## config.mk

```make
export PLATFORM = sky130hd
export DESIGN_NAME = cmpi_top
export DESIGN_NICKNAME = d
export VERILOG_FILES = /design/src/cmpi_pkg.sv /design/src/cmpi_top.sv
export VERILOG_INCLUDE_DIRS = /design/src /design/src/src
export SDC_FILE = /design/constraint.sdc
export NUM_CORES = 1
export LEC_CHECK = 0
export BUFFER_PORTS_ARGS = -buffer_cell sky130_fd_sc_hd__buf_2
export CAP_MARGIN = 20
export CORE_MARGIN = 1.5
export CORE_UTILIZATION = 45
export CTS_BUF_LIST = sky130_fd_sc_hd__clkbuf_2
export CTS_CLUSTER_SIZE = 25
export DETAILED_ROUTE_END_ITERATION = 10
export PLACE_DENSITY = 0.76
export SKIP_CTS_REPAIR_TIMING = 1
export SLEW_MARGIN = 20
export SYNTH_ARGS = -nofsm -noshare
export SYNTH_HDL_FRONTEND = slang
export SYNTH_SLANG_ARGS = --single-unit
```

## constraint.sdc

```tcl
create_clock -name sys_clk -period 1.8 [get_ports sys_clk]
set_input_delay 0 -clock sys_clk [delete_from_list [all_inputs] [get_ports sys_clk]]
set_output_delay 0 -clock sys_clk [all_outputs]
set_load 0.02 [all_outputs]
```

## src/cmpi_defs.svh

```systemverilog
// register offsets, field positions, reset values and counts for the comparator irq logic
`ifndef CMPI_DEFS_SVH
`define CMPI_DEFS_SVH

`define CMPI_CH_COUNT 4
`define CMPI_ADDR_W 12
`define CMPI_ADDR_STATUS 12'h000
`define CMPI_ADDR_CONTROL 12'h004
`define CMPI_ADDR_IRQ_STATUS 12'h008
`define CMPI_ADDR_IRQ_MASK 12'h00c
`define CMPI_CTRL_RESET 8'h00
`define CMPI_STAT_RESET 8'h00
`define CMPI_ENABLE_BIT 0
`define CMPI_IRQ_EN_LSB 1
`define CMPI_EDGE_CH0_BIT 5
`define CMPI_EDGE_CH1_BIT 6
`define CMPI_EDGE_CH23_BIT 7
`define CMPI_FLAG_LSB 4
`define CMPI_HP_REQ_BIT 2
`define CMPI_HP_REQ_W 8

`endif

```

## src/cmpi_pkg.sv

```systemverilog
// types shared by the comparator irq logic
`include "cmpi_defs.svh"

package cmpi_pkg;

	// apb request from the master
	typedef struct packed {
		logic psel;
		logic penable;
		logic pwrite;
		logic [`CMPI_ADDR_W-1:0] paddr;
		logic [31:0] pwdata;
	} cmpi_apb_req_type;

	// complete state of the block
	typedef struct packed {
		logic [`CMPI_CH_COUNT-1:0] sync1;
		logic [`CMPI_CH_COUNT-1:0] sync2;
		logic [`CMPI_CH_COUNT-1:0] sync3;
		logic [`CMPI_CH_COUNT-1:0] live;
		logic [7:0] ctrl;
		logic [`CMPI_CH_COUNT-1:0] flag;
		logic [`CMPI_CH_COUNT-1:0] istat;
		logic [`CMPI_CH_COUNT-1:0] imask;
		logic pulse;
		logic [31:0] rdata;
	} cmpi_state_type;

endpackage : cmpi_pkg

```

## src/cmpi_top.sv

```systemverilog
// comparator edge detection, status flags, apb registers and interrupt output
`timescale 1ns/1ns
`default_nettype none
`include "cmpi_defs.svh"

// Contract
// four independent comparator channels, 0 to 3
// control bit 0 enables; off means inactive
// one interrupt output combining all channels
// control bits 4..1 enable channel 3..0 interrupts
// bits 5,6 pick channel 0,1 edge, 1=rising
// bit 7 picks common edge for channels 2,3
// status bits 7..4 flag events, cleared by read
// status bits 3..0 show live comparator results
// all status and control bits reset to zero
// software sets edges, enable, then channel enables
// combined interrupt drives high-priority request bit 2
// synchronise inputs, detect edges on successive samples
// selected enabled edge sets flag, pulses interrupt
module cmpi_top (
	// clock and reset
	input wire logic sys_clk,
	input wire logic rst_n,
	// apb slave
	input wire cmpi_pkg::cmpi_apb_req_type apb_req,
	output logic [31:0] prdata,
	output logic pready,
	output logic pslverr,
	// analog comparators
	input wire logic [`CMPI_CH_COUNT-1:0] comparator_result,
	output logic comparator_enable,
	// interrupt manager
	output logic cmp_irq_pulse,
	output logic [`CMPI_HP_REQ_W-1:0] high_priority_request_reg,
	output logic irq
);

	cmpi_pkg::cmpi_state_type s_q;
	cmpi_pkg::cmpi_state_type s_d;
	logic setup;
	logic access;
	logic mapped;
	logic enabled;
	logic [`CMPI_CH_COUNT-1:0] live_n;
	logic [`CMPI_CH_COUNT-1:0] rise;
	logic [`CMPI_CH_COUNT-1:0] fall;
	logic [`CMPI_CH_COUNT-1:0] rise_sel;
	logic [`CMPI_CH_COUNT-1:0] irq_en;
	logic [`CMPI_CH_COUNT-1:0] evt;
	logic [`CMPI_CH_COUNT-1:0] rd_clr;
	logic [`CMPI_CH_COUNT-1:0] w1c;
	logic [7:0] status_byte;

	// per-channel edge polarity, 1 means rising
	function automatic logic [`CMPI_CH_COUNT-1:0] edge_rising(input logic [7:0] ctrl);
		edge_rising = {ctrl[`CMPI_EDGE_CH23_BIT], ctrl[`CMPI_EDGE_CH23_BIT],
			ctrl[`CMPI_EDGE_CH1_BIT], ctrl[`CMPI_EDGE_CH0_BIT]};
	endfunction : edge_rising

	// true for any of the four register offsets
	function automatic logic addr_mapped(input logic [`CMPI_ADDR_W-1:0] a);
		addr_mapped = (a == `CMPI_ADDR_STATUS) || (a == `CMPI_ADDR_CONTROL) ||
			(a == `CMPI_ADDR_IRQ_STATUS) || (a == `CMPI_ADDR_IRQ_MASK);
	endfunction : addr_mapped

	// apb phase decode
	assign setup = apb_req.psel && !apb_req.penable;
	assign access = apb_req.psel && apb_req.penable;
	assign mapped = addr_mapped(apb_req.paddr);

	// control fields
	assign enabled = s_q.ctrl[`CMPI_ENABLE_BIT];
	assign irq_en = s_q.ctrl[`CMPI_IRQ_EN_LSB +: `CMPI_CH_COUNT];
	assign rise_sel = edge_rising(s_q.ctrl);

	// debounced level: a bit changes once second and third stages agree
	assign live_n = enabled ? ((~(s_q.sync2 ^ s_q.sync3) & s_q.sync3) |
		((s_q.sync2 ^ s_q.sync3) & s_q.live)) : '0;

	// edges from current versus previous debounced sample
	assign rise = live_n & ~s_q.live;
	assign fall = ~live_n & s_q.live;

	// selected edge of an enabled channel while the block is on
	assign evt = ((rise_sel & rise) | (~rise_sel & fall)) & irq_en &
		{`CMPI_CH_COUNT{enabled}};

	// a read clears only the flags that the read actually returned
	assign rd_clr = (access && !apb_req.pwrite && apb_req.paddr == `CMPI_ADDR_STATUS) ?
		s_q.rdata[`CMPI_FLAG_LSB +: `CMPI_CH_COUNT] : '0;

	// write-one-to-clear on the irq status register
	assign w1c = (access && apb_req.pwrite && apb_req.paddr == `CMPI_ADDR_IRQ_STATUS) ?
		apb_req.pwdata[`CMPI_CH_COUNT-1:0] : '0;

	// event flags over live results
	assign status_byte = {s_q.flag, s_q.live};

	// next-state logic
	always_comb
	begin
		s_d = s_q;
		// three-stage synchroniser; held empty while off so nothing toggles
		s_d.sync1 = enabled ? comparator_result : '0;
		s_d.sync2 = s_q.sync1;
		s_d.sync3 = s_q.sync2;
		s_d.live = live_n;
		// set wins over the read clear
		s_d.flag = (s_q.flag & ~rd_clr) | evt;
		s_d.istat = (s_q.istat & ~w1c) | evt;
		s_d.pulse = |evt;
		// register writes take effect at the access edge
		if (access && apb_req.pwrite)
		begin
			if (apb_req.paddr == `CMPI_ADDR_CONTROL)
			begin
				s_d.ctrl = apb_req.pwdata[7:0];
			end
			if (apb_req.paddr == `CMPI_ADDR_IRQ_MASK)
			begin
				s_d.imask = apb_req.pwdata[`CMPI_CH_COUNT-1:0];
			end
		end
		// read data is captured in the setup cycle
		if (setup && !apb_req.pwrite)
		begin
			s_d.rdata = '0;
			unique case (apb_req.paddr)
				`CMPI_ADDR_STATUS: s_d.rdata[7:0] = status_byte;
				`CMPI_ADDR_CONTROL: s_d.rdata[7:0] = s_q.ctrl;
				`CMPI_ADDR_IRQ_STATUS: s_d.rdata[`CMPI_CH_COUNT-1:0] = s_q.istat;
				`CMPI_ADDR_IRQ_MASK: s_d.rdata[`CMPI_CH_COUNT-1:0] = s_q.imask;
				default: s_d.rdata = '0;
			endcase
		end
	end

	// state register, synchronous reset to all zero
	always_ff @(posedge sys_clk)
	begin
		if (!rst_n)
		begin
			s_q <= '0;
		end
		else
		begin
			s_q <= s_d;
		end
	end

	// bus answers: zero wait states, error on unmapped offsets
	assign pready = access;
	assign pslverr = access && !mapped;
	assign prdata = s_q.rdata;

	// outputs toward the analog side and the interrupt manager
	assign comparator_enable = enabled;
	assign cmp_irq_pulse = s_q.pulse;
	always_comb
	begin
		high_priority_request_reg = '0;
		high_priority_request_reg[`CMPI_HP_REQ_BIT] = s_q.pulse;
	end
	assign irq = |(s_q.istat & s_q.imask);
endmodule : cmpi_top
`default_nettype wire

```

==> results of run 1 <==
placed cells by master (no fill, tap or decap), types with 9 or more instances in the layout:
cell type,count
o21ai_0,9
and2_1,9
a21boi_1,10
dfxtp_1,45
dlygate4sd3_1,13
conb_1,31
inv_1,9
nand4_1,11
buf_2,42
nand2_1,14
o21ai_1,10
logic make-up after synthesis:
kind of cell / after synthesis / share of synthesized area
AND/OR/NAND/NOR: 70 / 0.190
buffers and inverters: 63 / 0.175
AO/OA/AOI/OAI: 61 / 0.174
flip-flops: 45 / 0.397
multiplexers: 9 / 0.0618
other: 1 / 0.00165
tightest hold or removal path, stage by stage:
cell	delay, ns
buf_2	0.11
buf_4	0.19
nand4_1	0.10
a21boi_1	0.05
report_power, final:
| group | leakage [nW] | switching (mW) | total, mW | internal [mW] |
|---|---|---|---|---|
| clock network | 0.0265 | 0.306 | 0.397 | 0.0905 |
| logic | 0.623 | 0.124 | 0.186 | 0.0619 |
| registers | 0.362 | 0.00000991 | 0.998 | 0.998 |
final timing paths:
kind | startpoint | end | slack [ns] | cells past startpoint
max | rise_sel[0]$_SDFFE_PN0P_ | cmp_irq_pulse$_SDFF_PN0_ | 0.14 | 3
min | apb_req[44] | irq_en[0]$_SDFFE_PN0P_ | 0.05 | 4
max reg2reg | rise_sel[0]$_SDFFE_PN0P_ | cmp_irq_pulse$_SDFF_PN0_ | 0.14 | 3
min reg2reg | s_d[63]$_SDFF_PN0_ | s_d[59]$_SDFF_PN0_ | 0.46 | 1
layout make-up:
cell class                      instances  area [um2]  area share
Clock buffer                            6        30.0      0.0119
Clock inverter                          1        3.75     0.00149
Inverter                                9        33.8      0.0134
Multi-Input combinational cell        171        1090       0.432
Sequential cell                        45         901       0.358
Tap cell                               67        83.8      0.0333
Timing Repair Buffer                   60         378       0.150
metal layers:
metal  vias up  GRT usage
met5         -          0
met4         0     0.0494
met3         5     0.0501
met2        57      0.259
met1       893      0.271
li1        902          -
through the flow:
step                setup WS (ns)   util  hold slack, ns  instances  instance area [um2]
floorplan                   0.280      -           0.139        279                 2380
global placement            0.119  0.492           0.238        339                 2350
detailed placement         0.0775  0.492           0.244        339                 2350
CTS                         0.156  0.499          -0.213        346                 2390
global route               0.0908  0.526          0.0416        359                 2520
finish                      0.139  0.526          0.0504        359                 2520
flip-flops by register name, indices dropped and copies added, names as in the netlist:
register           flops
comparator_enable      1
s_q                   20
cmp_irq_pulse          1
prdata                 8
irq_en                 4
s_d                    8
rise_sel               3
==> results_dict.tcl, run 1 <==
set metrics [dict create \
    status "finished clean" \
    area_delta_synth_final_pct 11.0 \
    drv_slew 0 \
    finalClockSkew_ns 0.0227 \
    vias_per_cell 5.17 \
    synth_common_cells "45 x dfxtp_1, 40 x buf_4, 14 x nand2_1" \
    antenna_found_initial 0 \
    first_pass_iters 4 \
    cp_cell_sequence "or4b_2 > a21oi_1 > o41a_1" \
    routabilityCongestion 0.881 \
    layout.nets 345 \
    avgRoutedWirePerCell_um 13.6 \
    p_per_area_nw_per_um2 628 \
    hold_viol_final 0 \
    syn_area_per_cell_um2 9.11 \
    wl_met3_um 227 \
    cts_sinks 45 \
    port_buffers 42 \
    wl_met1_um 2250 \
    drt_wl_total_um 4880 \
    hpwl_um 3420 \
    relSlewSlack 0.625 \
    cp-start-kind "flop" \
    num_rows 25 \
    path_delay_family "simple AND/OR/NAND/NOR gates" \
    worstMarginPinSlew_ns 0.562 \
    synth-main-ff-cell "dfxtp_1" \
    htreeDepth 2 \
    synth.largest_area_cell "dfxtp_1" \
    yosys-top-cells-area "dfxtp_1 40%, buf_4 13%, mux4_2 4.0%" \
    cts_made_buffers 5 \
    worstSetupEndpointType "flop" \
    synth_cell_type_count 37 \
    antenna_cells 0 \
    worstHoldPathType "in2reg" \
    crit_path_max_incr_delay_ns 0.67 \
    track_usage 0.182 \
    met2WireLength_um 2350 \
    ctsRootBufferMaster "clkbuf_2" \
    cts_max_path_buffers 2 \
    cap_viol_max_count 0 \
    syn_area_um2 2270 \
    die_y_um 74.0 \
    ir_drop_mv 0.399 \
    clock_latency_ns 0.42 \
    grt_pass1_wl_um 7540 \
    vias 1857 \
    syn_inst 249 \
    worst_ep_arrival_time_ns 2.02 \
    power_mw 1.58 \
    fillerInstances 446 \
    p_leak_nw 1.01 \
    grt_overflow 0 \
    synth-seq-cells 45 \
    grt_pass1_vias 1526 \
    drt_iter0_markers 181 \
    highest_layer "met4" \
    cp.required_ns 2.16 \
    yosysTopAreaCellShare 0.397 \
    totalNegativeSetupSlack_ns 0 \
    timing.fmax_mhz 602 \
    dieWidth_um 74.0 \
    synthArstFlopShare 0 \
    drc 0 \
    synth-edff-count 0 \
    timing.final.crit_share 0.923 \
    fin_crit_ns 1.66 \
    core_um2 4790 \
    cp_slowest_cell "or4b_2" \
    drive_gt1_frac 0.223 \
    die_area_um2 5470 \
    yosysMostFrequentCell "dfxtp_1" \
    grt_max_degree 28 \
    cts.reportedPaths.clkPinSlew_ns 0.22 \
    yosysSeqAreaShare 0.397 \
    cp_max_fo 4 \
    grt_setup_unrepaired "false" \
    start_util 0.474 \
    antenna_left 0 \
    worst-path-buf-inv 0 \
    setup_viol 0 \
    yosys_warnings 0 \
    crit_type "reg2reg" \
    io_pins 98 \
    cts_tree "built" \
]
Note: power is estimated with default switching activity, not from simulation.
==> run 2: changes to the inputs <==
--- a/config.mk
+++ b/config.mk
@@ -14,6 +14,7 @@
 export CTS_CLUSTER_SIZE = 25
 export DETAILED_ROUTE_END_ITERATION = 10
 export PLACE_DENSITY = 0.76
+export RECOVER_POWER = 50
 export SKIP_CTS_REPAIR_TIMING = 1
 export SLEW_MARGIN = 20
 export SYNTH_ARGS = -nofsm -noshare
==> run 2 against run 1 <==
Net effect:
- wire length hardly changed
- clock skew shrank 0.0029 ns
- combinational power hardly changed
- global-route usage did not move
- first-iteration DRC count down 25%
- maximum frequency up 0.20%
- sequential share of layout area is 0.25 points higher
- non-clock buffer count unchanged
- cell area is 0.70% lower
- final cell count unchanged
==> results_dict.tcl, run 2 (same netlist as run 1, synthesis figures left out) <==
set metrics [dict create \
    status "finished clean" \
    htreeDepth 2 \
    worstHoldPathType "in2reg" \
    core_um2 4790 \
    drv_slew 0 \
    avgRoutedWirePerCell_um 13.6 \
    finalClockSkew_ns 0.0198 \
    cts_sinks 45 \
    relSlewSlack 0.373 \
    cp_max_fo 4 \
    vias_per_cell 5.19 \
    grt_max_degree 28 \
    r2r-start "rise_sel[0]$_SDFFE_PN0P_" \
    cts_max_path_buffers 2 \
    cp-start-kind "flop" \
    area_delta_synth_final_pct 10.3 \
    r2r_cells 3 \
    largest-register "s_q" \
    crit_type "reg2reg" \
    cp.required_ns 2.16 \
    grt_pass1_vias 1526 \
    totalNegativeSetupSlack_ns 0 \
    final_cell_mix "45 x dfxtp_1, 31 x conb_1, 30 x buf_2, 14 x nand2_1, 13 x dlygate4sd3_1" \
    antenna_cells 0 \
    worst_ep_arrival_time_ns 2.02 \
    drive_gt1_frac 0.182 \
    drt_iter0_markers 136 \
    grt_overflow 0 \
    dpl.cell_count 339 \
    timing.final.crit_share 0.921 \
    fillerInstances 457 \
    drt_wl_total_um 4880 \
    whs_path_depth 4 \
    setup_viol 0 \
    largest_reg_flops 20 \
    vias 1863 \
    die_area_um2 5470 \
    cap_viol_max_count 0 \
    clock_latency_ns 0.41 \
    routabilityCongestion 0.881 \
    cts.reportedPaths.clkPinSlew_ns 0.22 \
    rr_endpoint "cmp_irq_pulse$_SDFF_PN0_" \
    timing.fmax_mhz 603 \
    holdPathEnd "irq_en[0]$_SDFFE_PN0P_" \
    io_pins 98 \
    worstMarginPinSlew_ns 0.940 \
    grt_setup_unrepaired "false" \
    ctsRootBufferMaster "clkbuf_2" \
    cts_made_buffers 5 \
    dieWidth_um 74.0 \
    grt_pass1_wl_um 7540 \
    num_rows 25 \
    ir_drop_mv 0.400 \
    worstSetupEndpointType "flop" \
    r2r_setup_slack_ns 0.14 \
    whs_ns 0.0544 \
    p_leak_nw 0.955 \
    track_usage 0.182 \
    antenna_found_initial 0 \
    hold_viol_final 0 \
    layout.nets 345 \
    final_util 0.522 \
    start_util 0.474 \
    drc 0 \
    die_y_um 74.0 \
    fin_crit_ns 1.66 \
    layout_commonest_cell "dfxtp_1" \
    power_mw 1.58 \
    port_buffers 42 \
    antenna_left 0 \
    cts_tree "built" \
    hpwl_um 3420 \
    min_from "apb_req[44]" \
    first_pass_iters 4 \
    fin_cells 359 \
    p_per_area_nw_per_um2 631 \
]
## run 2: how the worst max path moves through the flow
stage                                   startpoint                       end  slack [ns]  cells past startpoint
after floorplan                        apb_req[33]      s_q[33]$_SDFFE_PN0P_        0.28                      5
after global placement                 apb_req[39]      s_q[36]$_SDFFE_PN0P_        0.12                      5
after detailed placement               apb_req[39]      s_q[36]$_SDFFE_PN0P_        0.08                      5
after CTS                 rise_sel[0]$_SDFFE_PN0P_  cmp_irq_pulse$_SDFF_PN0_        0.16                      3
after global routing      rise_sel[1]$_SDFFE_PN0P_  cmp_irq_pulse$_SDFF_PN0_        0.09                      3
final                     rise_sel[0]$_SDFFE_PN0P_  cmp_irq_pulse$_SDFF_PN0_        0.14                      3
## run 2: critical path, cell delays in order, from the launching register on
cell     delay, ns
dfxtp_1       0.40
or4b_2        0.67
a21oi_1       0.32
o41a_1        0.21
## run 2: layout make-up
| type | count | area, um2 | area share |
|---|---|---|---|
| inverters | 9 | 33.8 | 0.0135 |
| well taps | 67 | 83.8 | 0.0335 |
| clock buffers | 6 | 30.0 | 0.0120 |
| multi-input cells | 171 | 1090 | 0.435 |
| flip-flops and latches | 45 | 901 | 0.360 |
| clock inverters | 1 | 3.75 | 0.00150 |
| repair buffers | 60 | 360 | 0.144 |
## run 2: per-layer routing
metal	up-vias	global-route usage	wire, um
met3	5	0.0501	243
met4	0	0.0494	53
met1	903	0.271	2230
met5	-	0	0
met2	54	0.259	2360
li1	901	-	-
## run 2: per-stage QoR
step / cell area [um2] / setup WS, ns
detailed placement: 2350 / 0.0775
CTS: 2390 / 0.156
global placement: 2350 / 0.119
global route: 2500 / 0.0908
floorplan: 2380 / 0.280
finish: 2500 / 0.143
## run 2: power by group
| part | internal, mW | switching (mW) | total (mW) |
|---|---|---|---|
| combinational | 0.0608 | 0.124 | 0.184 |
| sequential | 0.998 | 0.00000995 | 0.998 |
| clock | 0.0905 | 0.304 | 0.394 |
